===== src/core/sgs_pkg.sv =====
// constants shared by the gain switch selector: register map, condition codes,
// control modes and cycle counts.
// assumes a 20 MHz control clock and a 32-bit AXI4-Lite register bus.
package sgs_pkg;

	// ==========================================================================
	// timing
	localparam int CLK_PERIOD_NS  = 50;
	localparam int DELAY_UNIT_NS  = 100_000;
	localparam int DELAY_UNIT_CYC = (DELAY_UNIT_NS + CLK_PERIOD_NS - 1) / CLK_PERIOD_NS;
	localparam int SAMPLE_NS      = 1_000_000;
	localparam int SAMPLE_CYC     = SAMPLE_NS / CLK_PERIOD_NS;
	localparam int VAR_UNIT_RPM   = 10;
	localparam int VAR_SCALE      = (1_000_000_000 / SAMPLE_NS) / VAR_UNIT_RPM;

	// ==========================================================================
	// register map (byte addresses)
	localparam logic [7:0] ADDR_COND   = 8'h00;
	localparam logic [7:0] ADDR_PAR0   = 8'h04;
	localparam logic [7:0] ADDR_STATUS = 8'h28;
	localparam int PAR_N   = 9;
	localparam int PAR_POS = 0;
	localparam int PAR_VEL = 3;
	localparam int PAR_TRQ = 6;
	localparam int PAR_DLY = 0;
	localparam int PAR_LVL = 1;
	localparam int PAR_HYS = 2;
	localparam int COND_POS_LSB = 0;
	localparam int COND_VEL_LSB = 8;
	localparam int COND_TRQ_LSB = 16;
	localparam int ST_SECOND = 0;
	localparam int ST_INTEG  = 1;
	localparam int ST_G10    = 2;
	localparam int ST_HIGH   = 4;
	localparam int ST_MODE   = 8;
	localparam logic [3:0]  COND_RST = 4'h0;
	localparam logic [15:0] PAR_RST  = 16'h0000;
	localparam logic [1:0]  RESP_OKAY   = 2'b00;
	localparam logic [1:0]  RESP_SLVERR = 2'b10;

	// ==========================================================================
	// condition codes
	localparam logic [3:0] C_FIX1      = 4'h0;
	localparam logic [3:0] C_FIX2      = 4'h1;
	localparam logic [3:0] C_INPUT     = 4'h2;
	localparam logic [3:0] C_TRQ       = 4'h3;
	localparam logic [3:0] C_INVALID   = 4'h4;
	localparam logic [3:0] C_VEL_VAR   = 4'h4;
	localparam logic [3:0] C_SPD_CMD   = 4'h5;
	localparam logic [3:0] C_POS_DEV   = 4'h6;
	localparam logic [3:0] C_CMD_EXIST = 4'h7;
	localparam logic [3:0] C_NOT_DONE  = 4'h8;
	localparam logic [3:0] C_SPEED     = 4'h9;
	localparam logic [3:0] C_CMD_VEL   = 4'hA;

	typedef enum logic [1:0] {
		MODE_POS  = 2'b00,
		MODE_VEL  = 2'b01,
		MODE_TRQ  = 2'b10,
		MODE_FULL = 2'b11
	} sgs_mode_e;

	typedef enum logic [1:0] {
		G_STALL  = 2'b00,
		G_ACTION = 2'b01,
		G_SETTLE = 2'b10
	} sgs_g10_e;

endpackage


===== src/core/sgs_hyst_cmp.sv =====
// level comparator with hysteresis for the gain switch selector.
// assumes an unsigned magnitude input, stable level and hysteresis settings.
`timescale 1ns/10ps
module sgs_hyst_cmp
	import sgs_pkg::*;
#(
	parameter int W = 16
)
(
	input  wire logic          i_clk,
	input  wire logic          i_arst_n,
	input  wire logic [31:0]   i_q,
	input  wire logic [W-1:0]  i_level,
	input  wire logic [W-1:0]  i_hyst,
	output logic               o_high
);

	typedef struct packed {
		logic high;
	} sgs_cmp_s;

	sgs_cmp_s s;
	sgs_cmp_s n;

	// ==========================================================================
	// band logic: between the two edges the last decision holds
	always_comb
	begin
		n = s;
		if (i_q > 32'(i_level))
			n.high = 1'b1;
		else if (33'(i_q) + 33'(i_hyst) < 33'(i_level))
			n.high = 1'b0;
	end

	always_ff @(posedge i_clk or negedge i_arst_n)
	begin
		if (!i_arst_n)
			s <= '0;
		else
			s <= n;
	end

	assign o_high = s.high;

	a_level_enter: assert property (@(posedge i_clk) disable iff (!i_arst_n)
		i_q > 32'(i_level) |=> o_high)
		else $error("level exceeded but high not set");
	a_hyst_band: assert property (@(posedge i_clk) disable iff (!i_arst_n)
		(o_high && !(33'(i_q) + 33'(i_hyst) < 33'(i_level))) |=> o_high)
		else $error("high dropped inside hysteresis band");

endmodule // sgs_hyst_cmp


===== src/core/sgs_return_delay.sv =====
// second-gain hold with a return delay counted in 0.1 ms units.
// assumes a request that is high while the second gain is called for.
`timescale 1ns/10ps
module sgs_return_delay
	import sgs_pkg::*;
#(
	parameter int W        = 16,
	parameter int UNIT_CYC = DELAY_UNIT_CYC
)
(
	input  wire logic          i_clk,
	input  wire logic          i_arst_n,
	input  wire logic          i_req,
	input  wire logic          i_use_delay,
	input  wire logic [W-1:0]  i_delay,
	output logic               o_second
);

	typedef struct packed {
		logic          second;
		logic [W-1:0]  units;
		logic [31:0]   pre;
	} sgs_dly_s;

	sgs_dly_s s;
	sgs_dly_s n;

	// ==========================================================================
	// rising request wins at once; only the way back is timed
	always_comb
	begin
		n = s;
		if (i_req)
		begin
			n.second = 1'b1;
			n.units  = '0;
			n.pre    = '0;
		end
		else if (s.second)
		begin
			if (!i_use_delay || i_delay == '0)
				n.second = 1'b0;
			else if (s.pre == 32'(UNIT_CYC - 1))
			begin
				n.pre = '0;
				if (s.units == i_delay - 1'b1)
					n.second = 1'b0;
				else
					n.units = s.units + 1'b1;
			end
			else
				n.pre = s.pre + 32'h0000_0001;
		end
	end

	always_ff @(posedge i_clk or negedge i_arst_n)
	begin
		if (!i_arst_n)
			s <= '0;
		else
			s <= n;
	end

	assign o_second = s.second;

	a_rise_immediate: assert property (@(posedge i_clk) disable iff (!i_arst_n)
		i_req |=> o_second)
		else $error("second gain delayed on entry");
	a_return_held: assert property (@(posedge i_clk) disable iff (!i_arst_n)
		(s.second && !i_req && i_use_delay && i_delay != '0 && s.pre == '0 && s.units == '0)
		|=> o_second)
		else $error("return to first gain skipped the delay");

endmodule // sgs_return_delay


===== src/core/sgs_selector.sv =====
// gain switch selector: picks first or second gain set for the control loops.
// assumes synchronous inputs on i_clk, AXI4-Lite master with 8-bit addresses.
// Function
// - position/full-closed: code 0 first, 1 second, 2 external select input.
// - position/full-closed: code 4 is invalid and keeps first gain.
// - position deviation counted in encoder or scale pulses per control mode.
// - code 8: second gain while positioning not done, delay used, level ignored.
// - code 10: command presence plus actual speed, delay, level, hysteresis in r/min.
// - code 10 gives delay, level and hysteresis their special meanings.
// - velocity code 4: second gain on fast speed command change, no delay.
// - speed command variation unit is 10 r/min per second.
// - torque code 3: torque command variation with delay; codes 0..2 as usual.
// - delay applies only on return from second to first gain.
// - velocity control uses its own condition, delay, level and hysteresis.
// - torque control uses its own condition, delay, level and hysteresis.
//
// Register access over AXI4-Lite and the register offsets were decided locally.
`timescale 1ns/10ps
module sgs_selector
	import sgs_pkg::*;
#(
	parameter int W          = 16,
	parameter int SAMPLE_LEN = SAMPLE_CYC
)
(
	input  wire logic         i_clk,
	input  wire logic         i_arst_n,
	input  wire logic [7:0]   i_awaddr,
	input  wire logic         i_awvalid,
	output logic              o_awready,
	input  wire logic [31:0]  i_wdata,
	input  wire logic [3:0]   i_wstrb,
	input  wire logic         i_wvalid,
	output logic              o_wready,
	output logic [1:0]        o_bresp,
	output logic              o_bvalid,
	input  wire logic         i_bready,
	input  wire logic [7:0]   i_araddr,
	input  wire logic         i_arvalid,
	output logic              o_arready,
	output logic [31:0]       o_rdata,
	output logic [1:0]        o_rresp,
	output logic              o_rvalid,
	input  wire logic         i_rready,
	input  wire sgs_mode_e    i_ctrl_mode,
	input  wire logic         i_gain_select,
	input  wire logic signed [15:0] i_torque_cmd,
	input  wire logic signed [15:0] i_speed_cmd,
	input  wire logic signed [15:0] i_actual_speed,
	input  wire logic signed [31:0] i_pos_dev_enc,
	input  wire logic signed [31:0] i_pos_dev_scale,
	input  wire logic         i_pos_cmd_present,
	input  wire logic         i_positioning_done_flag,
	output logic              o_second_gain,
	output logic              o_integ_second
);

	typedef struct packed {
		logic                    aw_have;
		logic [7:0]              awaddr;
		logic                    w_have;
		logic [31:0]             wdata;
		logic [3:0]              wstrb;
		logic                    bvalid;
		logic [1:0]              bresp;
		logic                    rvalid;
		logic [31:0]             rdata;
		logic [1:0]              rresp;
		logic [3:0]              cond_pos;
		logic [3:0]              cond_vel;
		logic [3:0]              cond_trq;
		logic [PAR_N-1:0][W-1:0] par;
		logic [31:0]             samp_cnt;
		logic signed [15:0]      prev_spd;
		logic signed [15:0]      prev_trq;
		logic [31:0]             spd_var;
		logic [31:0]             trq_var;
		sgs_g10_e                g10;
		logic                    second;
		logic                    integ;
	} sgs_top_s;

	sgs_top_s s;
	sgs_top_s n;

	logic        aw_h;
	logic        w_h;
	logic [7:0]  wa;
	logic [31:0] wd;
	logic [3:0]  ws;
	logic [3:0]  code;
	int          cset;
	logic        pos_side;
	logic        use_cmp;
	logic        raw;
	logic        use_dly;
	logic        is_g10;
	logic        req;
	logic [31:0] q;
	logic        cmp_high;
	logic        dly_second;

	function automatic logic [31:0] mag(input logic signed [32:0] v);
		logic signed [32:0] a;
		a = (v < 0) ? -v : v;
		return a[31:0];
	endfunction

	function automatic logic par_addr(input logic [7:0] a);
		return a >= ADDR_PAR0 && a < ADDR_STATUS && a[1:0] == 2'b00;
	endfunction

	// ==========================================================================
	// submodules
	sgs_hyst_cmp #(.W(W)) u_cmp (
		.i_clk    (i_clk),
		.i_arst_n (i_arst_n),
		.i_q      (q),
		.i_level  (s.par[cset + PAR_LVL]),
		.i_hyst   (s.par[cset + PAR_HYS]),
		.o_high   (cmp_high)
	);

	sgs_return_delay #(.W(W), .UNIT_CYC(DELAY_UNIT_CYC)) u_dly (
		.i_clk       (i_clk),
		.i_arst_n    (i_arst_n),
		.i_req       (is_g10 ? i_pos_cmd_present : req),
		.i_use_delay (use_dly),
		.i_delay     (s.par[cset + PAR_DLY]),
		.o_second    (dly_second)
	);

	// ==========================================================================
	// next state
	always_comb
	begin
		n = s;

		// register bus: address and data may arrive in either order
		aw_h = s.aw_have || (i_awvalid && o_awready);
		w_h  = s.w_have || (i_wvalid && o_wready);
		wa   = s.aw_have ? s.awaddr : i_awaddr;
		wd   = s.w_have ? s.wdata : i_wdata;
		ws   = s.w_have ? s.wstrb : i_wstrb;
		n.aw_have = aw_h;
		n.w_have  = w_h;
		if (i_awvalid && o_awready)
			n.awaddr = i_awaddr;
		if (i_wvalid && o_wready)
		begin
			n.wdata = i_wdata;
			n.wstrb = i_wstrb;
		end
		if (s.bvalid && i_bready)
			n.bvalid = 1'b0;
		if (aw_h && w_h && !s.bvalid)
		begin
			n.aw_have = 1'b0;
			n.w_have  = 1'b0;
			n.bvalid  = 1'b1;
			n.bresp   = RESP_OKAY;
			if (wa == ADDR_COND)
			begin
				if (ws[0])
					n.cond_pos = wd[COND_POS_LSB +: 4];
				if (ws[1])
					n.cond_vel = wd[COND_VEL_LSB +: 4];
				if (ws[2])
					n.cond_trq = wd[COND_TRQ_LSB +: 4];
			end
			else if (par_addr(wa))
			begin
				for (int b = 0; b < W / 8; b++)
					if (ws[b])
						n.par[(wa - ADDR_PAR0) >> 2][b*8 +: 8] = wd[b*8 +: 8];
			end
			else if (wa != ADDR_STATUS)
				n.bresp = RESP_SLVERR;
		end

		if (s.rvalid && i_rready)
			n.rvalid = 1'b0;
		if (i_arvalid && o_arready)
		begin
			n.rvalid = 1'b1;
			n.rresp  = RESP_OKAY;
			n.rdata  = 32'h0000_0000;
			if (i_araddr == ADDR_COND)
			begin
				n.rdata[COND_POS_LSB +: 4] = s.cond_pos;
				n.rdata[COND_VEL_LSB +: 4] = s.cond_vel;
				n.rdata[COND_TRQ_LSB +: 4] = s.cond_trq;
			end
			else if (par_addr(i_araddr))
				n.rdata[W-1:0] = s.par[(i_araddr - ADDR_PAR0) >> 2];
			else if (i_araddr == ADDR_STATUS)
			begin
				n.rdata[ST_SECOND]    = s.second;
				n.rdata[ST_INTEG]     = s.integ;
				n.rdata[ST_G10 +: 2]  = s.g10;
				n.rdata[ST_HIGH]      = cmp_high;
				n.rdata[ST_MODE +: 2] = i_ctrl_mode;
			end
			else
				n.rresp = RESP_SLVERR;
		end

		// command variation, sampled once per millisecond
		if (s.samp_cnt == 32'(SAMPLE_LEN - 1))
		begin
			n.samp_cnt = 32'h0000_0000;
			n.prev_spd = i_speed_cmd;
			n.prev_trq = i_torque_cmd;
			n.spd_var  = 32'(mag(33'(i_speed_cmd) - 33'(s.prev_spd)) * VAR_SCALE);
			n.trq_var  = mag(33'(i_torque_cmd) - 33'(s.prev_trq));
		end
		else
			n.samp_cnt = s.samp_cnt + 32'h0000_0001;

		// velocity and torque control each own a condition code and a parameter set; position and full-closed share one
		cset     = PAR_POS;
		code     = s.cond_pos;
		pos_side = 1'b0;
		unique case (i_ctrl_mode)
			MODE_VEL:
			begin
				cset = PAR_VEL;
				code = s.cond_vel;
			end
			MODE_TRQ:
			begin
				cset = PAR_TRQ;
				code = s.cond_trq;
			end
			MODE_POS, MODE_FULL:
				pos_side = 1'b1;
		endcase

		q       = 32'h0000_0000;
		use_cmp = 1'b0;
		raw     = 1'b0;
		use_dly = 1'b0;
		is_g10  = 1'b0;
		if (code == C_FIX2)
			raw = 1'b1;
		else if (code == C_INPUT)
			raw = i_gain_select;
		else if (pos_side)
		begin
			use_dly = 1'b1;
			use_cmp = 1'b1;
			case (code)
				C_TRQ:       q = mag(33'(i_torque_cmd));
				C_SPD_CMD:   q = mag(33'(i_speed_cmd));
				C_POS_DEV:   q = (i_ctrl_mode == MODE_FULL) ? mag(33'(i_pos_dev_scale)) : mag(33'(i_pos_dev_enc));
				C_SPEED:     q = mag(33'(i_actual_speed));
				C_CMD_VEL:
				begin
					is_g10 = 1'b1;
					q      = mag(33'(i_actual_speed));
				end
				C_CMD_EXIST:
				begin
					use_cmp = 1'b0;
					raw     = i_pos_cmd_present;
				end
				C_NOT_DONE:
				begin
					use_cmp = 1'b0;
					raw     = !i_positioning_done_flag;
				end
				default:
				begin
					use_cmp = 1'b0;
					use_dly = 1'b0;
				end
			endcase
		end
		else if (i_ctrl_mode == MODE_VEL)
		begin
			use_cmp = code == C_TRQ || code == C_VEL_VAR || code == C_SPD_CMD;
			use_dly = code == C_TRQ || code == C_SPD_CMD;
			if (code == C_TRQ)
				q = mag(33'(i_torque_cmd));
			else if (code == C_VEL_VAR)
				q = s.spd_var;
			else
				q = mag(33'(i_speed_cmd));
		end
		else if (code == C_TRQ)
		begin
			use_cmp = 1'b1;
			use_dly = 1'b1;
			q       = s.trq_var;
		end
		req = use_cmp ? cmp_high : raw;

		// code 10: delayed command presence, then settle until near stall
		if (!is_g10)
			n.g10 = G_STALL;
		else if (dly_second)
			n.g10 = G_ACTION;
		else
		begin
			unique case (s.g10)
				G_ACTION: n.g10 = G_SETTLE;
				G_SETTLE: n.g10 = cmp_high ? G_SETTLE : G_STALL;
				G_STALL:  n.g10 = cmp_high ? G_SETTLE : G_STALL;
				default:  n.g10 = G_STALL;
			endcase
		end
		n.second = is_g10 ? (n.g10 == G_ACTION) : dly_second;
		n.integ  = is_g10 ? (n.g10 != G_STALL) : dly_second;
	end

	always_ff @(posedge i_clk or negedge i_arst_n)
	begin
		if (!i_arst_n)
		begin
			s          <= '0;
			s.cond_pos <= COND_RST;
			s.cond_vel <= COND_RST;
			s.cond_trq <= COND_RST;
			s.par      <= {PAR_N{PAR_RST}};
			s.g10      <= G_STALL;
		end
		else
			s <= n;
	end

	// ==========================================================================
	// outputs
	assign o_awready      = !s.aw_have && !s.bvalid;
	assign o_wready       = !s.w_have && !s.bvalid;
	assign o_bvalid       = s.bvalid;
	assign o_bresp        = s.bresp;
	assign o_arready      = !s.rvalid;
	assign o_rvalid       = s.rvalid;
	assign o_rdata        = s.rdata;
	assign o_rresp        = s.rresp;
	assign o_second_gain  = s.second;
	assign o_integ_second = s.integ;

	// ==========================================================================
	// checks
	a_fixed_first: assert property (@(posedge i_clk) disable iff (!i_arst_n)
		(pos_side && code == C_FIX1)[*3] |-> !o_second_gain)
		else $error("code 0 did not hold first gain");
	a_fixed_second: assert property (@(posedge i_clk) disable iff (!i_arst_n)
		(code == C_FIX2)[*3] |-> o_second_gain)
		else $error("code 1 did not hold second gain");
	a_ext_select: assert property (@(posedge i_clk) disable iff (!i_arst_n)
		(code == C_INPUT && i_gain_select)[*3] |-> o_second_gain)
		else $error("gain select input ignored");
	a_invalid_code: assert property (@(posedge i_clk) disable iff (!i_arst_n)
		(pos_side && code == C_INVALID)[*3] |-> !o_second_gain)
		else $error("invalid code left second gain on");
	a_not_done: assert property (@(posedge i_clk) disable iff (!i_arst_n)
		(pos_side && code == C_NOT_DONE && !i_positioning_done_flag)[*3] |-> o_second_gain)
		else $error("positioning not done but first gain");
	a_vel_var_fast: assert property (@(posedge i_clk) disable iff (!i_arst_n)
		(i_ctrl_mode == MODE_VEL && code == C_VEL_VAR && !cmp_high)[*3] |-> !o_second_gain)
		else $error("variation condition applied a delay");
	a_g10_action: assert property (@(posedge i_clk) disable iff (!i_arst_n)
		(is_g10 && i_pos_cmd_present)[*2] |=> (o_second_gain && o_integ_second))
		else $error("command present but not full second gain");
	a_g10_settle: assert property (@(posedge i_clk) disable iff (!i_arst_n)
		(is_g10 && !dly_second && s.g10 == G_ACTION) |=> (!o_second_gain && o_integ_second))
		else $error("settling stage gain split wrong");

endmodule // sgs_selector


===== config.mk =====
export PLATFORM = sky130hd
export DESIGN_NAME = sgs_selector
export DESIGN_NICKNAME = d
export VERILOG_FILES = /design/src/core/sgs_pkg.sv /design/src/core/sgs_hyst_cmp.sv /design/src/core/sgs_return_delay.sv /design/src/core/sgs_selector.sv
export SDC_FILE = /design/constraint.sdc
export NUM_CORES = 1
export LEC_CHECK = 0
export BUFFER_PORTS_ARGS = -buffer_cell sky130_fd_sc_hd__buf_2
export CAP_MARGIN = 25
export CELL_PAD_IN_SITES_DETAIL_PLACEMENT = 1
export CELL_PAD_IN_SITES_GLOBAL_PLACEMENT = 1
export CORE_MARGIN = 2
export CORE_UTILIZATION = 52
export DETAILED_ROUTE_END_ITERATION = 10
export PLACE_DENSITY_LB_ADDON = 0.1
export RECOVER_POWER = 100
export SLEW_MARGIN = 30
export SYNTH_ARGS = -nofsm -noshare
export SYNTH_HDL_FRONTEND = slang
export SYNTH_HIERARCHICAL = 1
export SYNTH_SLANG_ARGS = --single-unit

===== constraint.sdc =====
create_clock -name i_clk -period 18.6 [get_ports i_clk]
set_clock_uncertainty 0.05 [all_clocks]
set_input_delay 4.65 -clock i_clk [delete_from_list [all_inputs] [get_ports i_clk]]
set_output_delay 4.65 -clock i_clk [all_outputs]
set_load 0.05 [all_outputs]

# Word level (Yosys, flattened, before mapping)
# Cells that the tools add are included.
# W data, S select, Z words.
[totals]
reg_bits = 395
inputBits = 176
out_inout_bits = 43
wordCells = 251
[op_classes]
n_addsub = 18
mul = 1
magnitude_cmp = 19
eq_ne = 23
mux = 105
n_bitwise = 1
reduce_logical = 50
[ops]
columns = ["operator", "count"]
rows = [
  ["$mux W144", 5],
  ["$mux W32", 17],
  ["$bwmux W144", 2],
  ["$bmux W16 S4", 4],
  ["$mux W16", 9],
  ["$demux W16 S4", 2],
  ["$pmux W32 S4", 1],
  ["$mux W49", 2],
  ["$lt A32 B6 Y1 const B", 3],
  ["$neg A16 Y32", 3],
  ["$add A32 B1 Y32 const B", 2],
  ["$lt A32 B1 Y1 const B", 2],
  ["$neg A17 Y32", 2],
  ["$neg A32 Y32", 2],
  ["$lt A16 B1 Y1 const B", 3],
  ["$mux W48", 1],
  ["$mux W35", 1],
  ["$lt A17 B1 Y1 const B", 2],
  ["$sub A16 B16 Y17", 2],
  ["$add A32 B16 Y33", 1],
  ["$lt A33 B16 Y1", 1],
  ["$add A32 B2 Y32 const B", 1],
  ["$add A32 B3 Y32 const B", 1],
  ["$eq A32 B11 Y1 const B", 1],
  ["47 further kinds", 147],
]

# Depth between registers and ports, before layout
[depth]
depth_word = 13
depth_mapped = 29
mapped_depth_nobuf = 27

# Cells and area by module
# Netlist, hierarchy kept.
[by_module_without_submodules]
columns = ["module", "n_inst", "cells_each", "area_per_inst_um2", "seq_area_each_um2"]
rows = [
  ["sgs_selector", 1, 2829, 26977.1, 8583.2],
  ["sgs_return_delay", 1, 404, 3388.2, 1226.2],
  ["sgs_hyst_cmp", 1, 265, 2029.4, 25.0],
]

# Worst setup path before layout
# OpenSTA, ideal clock, no wires.
[synth_timing]
path_kind = "in2reg"
startpoint = "in i_speed_cmd[2]"
endpoint = "reg s[60] in the netlist's numbering"
setup_time_ps = 127
t_arrival_ps = 10167
required_ps = 18423
slack_ps = 8256
cell_stages = 25
path_buffers = 0
cell_sequence = "ha_1 > o21ai_0 > a21oi_1 > o31a_1 > o21ai_0 > or4b_2 > o211ai_1 > a211o_1 > o21ai_0 > xnor2_1 > ha_1 > ha_1 > inv_1 > fa_1 > inv_1 > ha_1 > a21o_1 > a21o_1 > a21o_1 > or4_1 > o21ai_0 > o21bai_1 > a21oi_1 > xor2_1 > o21ai_0"
[synth_between]
elab_chain_cells = 4
word_cells_on_any_way = 5
cone_classes = "add/sub: 2; mul: 1; order compare: 1; mux: 1"
[synth_lines]
columns = ["item", "line", "source"]
rows = [
  ["start, declared", "sgs_selector.sv:48", "input wire logic signed [15:0] i_speed_cmd,"],
  ["$sub A16 B16 Y17 *", "sgs_selector.sv:214", "n.spd_var = 32'(mag(33'(i_speed_cmd) - 33'(s.prev_spd)) * VAR_SCALE);"],
  ["$neg A17 Y32 or $lt A17 B1 Y1 (tied branches)", "sgs_selector.sv:105", "a = (v < 0) ? -v : v;"],
  ["$mux W32 *", "sgs_selector.sv:105", ""],
  ["$mul A32 B5 Y30 *", "sgs_selector.sv:214", ""],
  ["end signal, assigned", "sgs_selector.sv:328", "s <= n;"],
  ["end, declared", "sgs_selector.sv:83", "sgs_top_s s;"],
]
# Every way passes the cells marked *; elsewhere a longest branch is shown, timed or not.
# A chain may end at the register's enable or synchronous reset.

# Worst setup path in the final report
[layout_timing]
startpoint = "in i_ctrl_mode[0]"
endpoint = "reg u_cmp.s, in the netlist u_cmp/o_high"
[layout_between]
elab_chain_cells = 12
word_cells_on_any_way = 39
cone_classes = "add/sub: 3; order compare: 2; eq/ne: 11; mux: 19; reduce/logical: 4"
[layout_lines]
columns = ["item", "line", "source"]
rows = [
  ["start, declared", "sgs_selector.sv:45", "input wire sgs_mode_e i_ctrl_mode,"],
  ["parallel branches: the longest is 12 deep, another holds $add A32 B16 Y33", "-", ""],
  ["end signal, assigned", "sgs_hyst_cmp.sv:41", "s <= n;"],
  ["end, declared", "sgs_hyst_cmp.sv:22", "sgs_cmp_s s;"],
]
# Several ways; the timed one is not identified. The select of a mux whose other input is x is not followed.

==> flow_metrics.py <==
metrics = {
    "run_status": {
        "status": "finished with violations",
        "violations": "max-capacitance violations, max-slew violations",
    },
    "clocking": {
        "clk_latency_ns": 0.62,
        "post_cts_resized": 0,
        "postCtsSetupBuffers": 0,
        "clk_pin_slew_ns": 0.07,
        "htreeDepth": 2,
        "cts_root_buffer": "clkbuf_16",
        "ctsHoldBuffers": 0,
        "clockBufferDepth": 3,
        "cts_tree": "built",
        "cts_buffers": 47,
        "clock_sinks": 393,
    },
    "setup_path": {
        "critPathMaxStageDelay_ns": 1.98,
        "cpLargestDelayFamily": "buffers and inverters",
        "slowest_stage": "clkbuf_1",
        "crit_buf_inv": 4,
        "path_max_fanout": 50,
        "crit_path_cell_trace": "clkbuf_1 -> inv_1 -> ha_1 -> clkbuf_1 -> clkbuf_1 -> mux4_2 -> nor2b_1 -> a31oi_1 -> o22ai_1 -> ha_1 -> nand3_1 -> or4_1 -> a21boi_1 -> o21a_1 -> nor2_1 -> xnor2_1 -> ha_1 -> a21oi_1 -> o31a_1 -> nand4_1 -> or4_1 -> o32a_1",
        "required_ns": 19.03,
        "crit_path_end_kind": "flip-flop",
        "cp.arrival_ns": 15.09,
        "crit_start": "i_ctrl_mode[0]",
        "crit_type": "in2reg",
        "reg2reg_from": "s[279]",
        "critPathLaunchType": "input pin",
    },
    "timing": {
        "setup_viol": 0,
        "worst_slew_margin_rel_pct": -282,
        "hold_viol": 0,
        "tns_ns": 0,
        "period_needed_ns": 14.66,
        "drv_slew": 660,
        "tightest_slew_ns": 5.73,
        "max_freq_mhz": 68.2,
        "period_share_pct": 78.8,
        "rsz0062_at_grt": "false",
    },
    "finish": {
        "final_common_cell": "dfrtp_1",
        "final_cell_count_no_fill": 4488,
        "final.fill_count": 7062,
        "nets": 3986,
        "layout-drive-gt1-share_pct": 16.5,
        "final_cell_mix": "393 x dfrtp_1, 304 x nand2_1, 241 x o21ai_0",
        "area_growth_pct": 9.09,
    },
    "pwr": {
        "internal-power_mw": 1.84,
        "power.leakage_nw": 15.7,
        "netSwitchingPower_mw": 1.09,
        "power.density_nw_per_um2": 83.0,
        "sequentialPowerShare_pct": 33.6,
        "power_frac_comb_pct": 34.3,
        "swShare_pct": 37.2,
        "vdd_drop_max_mv": 0.100,
        "pwr-share-clk_pct": 32.1,
    },
    "detailed_routing": {
        "drtIter0Drc": 2047,
        "post_drt_wl_per_cell_um": 24.5,
        "drc": 0,
        "drt-total-wl_mm": 110,
        "vias": 28700,
        "dr.pass1.iters": 5,
        "post_drt_via_cell_ratio": 6.39,
        "drtAntennaViolNets": 0,
    },
    "placement": {
        "numPlacedInstances": 4400,
        "hpwl_mm": 81.1,
        "portBuffers": 191,
        "gp_congestion": 0.974,
    },
    "yosys": {
        "yosysWarnings": 6,
        "synth_area_um2": 32400,
        "seq_area_frac_synth_pct": 30.4,
        "synth_seq_cells": 393,
        "syn_area_per_cell_um2": 9.26,
        "postSynthCellCount": 3498,
        "synth_edf_count": 0,
        "synthFlopType": "dfrtp_1",
        "synthArstFlopShare_pct": 100,
        "synth_cell_types": 100,
    },
    "job": {
        "cap_violations": 11,
    },
    "global_route": {
        "grt_pass1_vias": 30300,
        "grt_pass1_wl_mm": 172,
        "grt_usage_pct": 34.0,
        "overflow": 0,
        "antenna_found_initial": 3,
        "grt_start_max_net_pins": 141,
    },
    "floorplanning": {
        "die_w_um": 254,
        "placementRows": 91,
        "die_area_um2": 64300,
        "pin_count": 219,
        "core_area_um2": 61600,
        "start_util_pct": 52.6,
        "die_y_um": 254,
    },
    "min_path": {
        "hp-start": "o_rdata[11]",
        "min_path_type": "reg2reg",
    },
}
[cell usage after synthesis (99+ instances only)]
cell type	instances	area, um^2
dfrtp_1	393	9830
xor2_1	126	1100
ha_1	171	2140
mux2i_1	99	991
xnor2_1	145	1270
nand2_1	304	1140
clkbuf_1	116	435
o21ai_0	240	1200
nor2_1	233	875
mux2_2	219	2470
a21oi_1	150	751
inv_1	214	803
[power by group through the flow]
stage / combinational, mW / clock (mW) / sequential, mW
finish: 1.01 / 0.942 / 0.987
global route: 1.10 / 0.982 / 0.994
CTS: 0.993 / 0.955 / 0.984
detailed placement: 0.977 / 0 / 0.998
global placement: 0.933 / 0 / 0.989
floorplan: 0.701 / 0 / 0.977
[path summary, 6_finish.rpt]
kind | endpoint | slack [ns] | cells past startpoint
min | o_rdata[11] | 0.43 | 2
max reg2reg | u_cmp/o_high | 11.31 | 24
max | u_cmp/o_high | 3.94 | 22
min reg2reg | o_rdata[11] | 0.43 | 2
max in group asynchronous | s[111] | 5.86 | 3
min in group asynchronous | o_rvalid | 6.08 | 1
[metal layers]
| metal | track usage [%] | wire length [um] | vias to the layer above |
|---|---|---|---|
| li1 | - | - | 13000 |
| met1 | 42.2 | 44200 | 14600 |
| met2 | 57.3 | 53300 | 865 |
| met3 | 4.86 | 5910 | 298 |
| met4 | 18.7 | 6440 | 0 |
| met5 | 0 | 0 | - |
[layout make-up]
class / instances / area [um^2] / share of cell area, %
sequential: 393 / 9830 / 27.8
multi-input combinational: 2735 / 21000 / 59.5
inverter: 214 / 803 / 2.27
tap: 837 / 1050 / 2.96
clock buffer: 64 / 1290 / 3.65
timing repair buffer: 221 / 1090 / 3.10
antenna: 4 / 10.0 / 0.0283
clock inverter: 20 / 234 / 0.662
[state kept, by name (all words and copies together) (netlist names)]
signal and flops:
o_bresp 1, o_bvalid 1, o_integ_second 1, o_rdata 20, o_rresp 1, o_rvalid 1, o_second_gain 1, s 317
u_cmp/o_high 1, u_dly/o_second 1, u_dly/s 48
[tightest hold or removal path, stage by stage (launching register included)]
cell	delay, ns
dfrtp_1	0.34
nand2_1	0.05
o21ai_0	0.06
[per-stage QoR]
step,utilization [%],setup slack (ns),power (mW),instance area (um^2),hold slack [ns]
after global routing,57.4,3.27,3.07,35300,0.444
after global placement,55.1,6.61,1.92,33900,0.407
final,57.4,3.94,2.93,35300,0.428
after detailed placement,55.1,6.42,1.97,33900,0.417
after floorplan,-,8.26,1.68,32500,0.389
after CTS,57.6,7.01,2.93,35500,0.431
[cell families (layout without fill, tap and decap cells)]
logic type	after synthesis	count (layout)	share of synthesized area, %
buffers and inverters	409	519	5.34
adders and majority gates	198	198	8.27
muxes	414	414	17.3
AOI/OAI and AO/OA	798	798	16.0
other	2	45	0.0232
DFF	393	393	30.4
and+or+nand+nor	1013	1013	15.4
xor gates and xnor gates	271	271	7.33
Power figures use the tool's default switching activity.
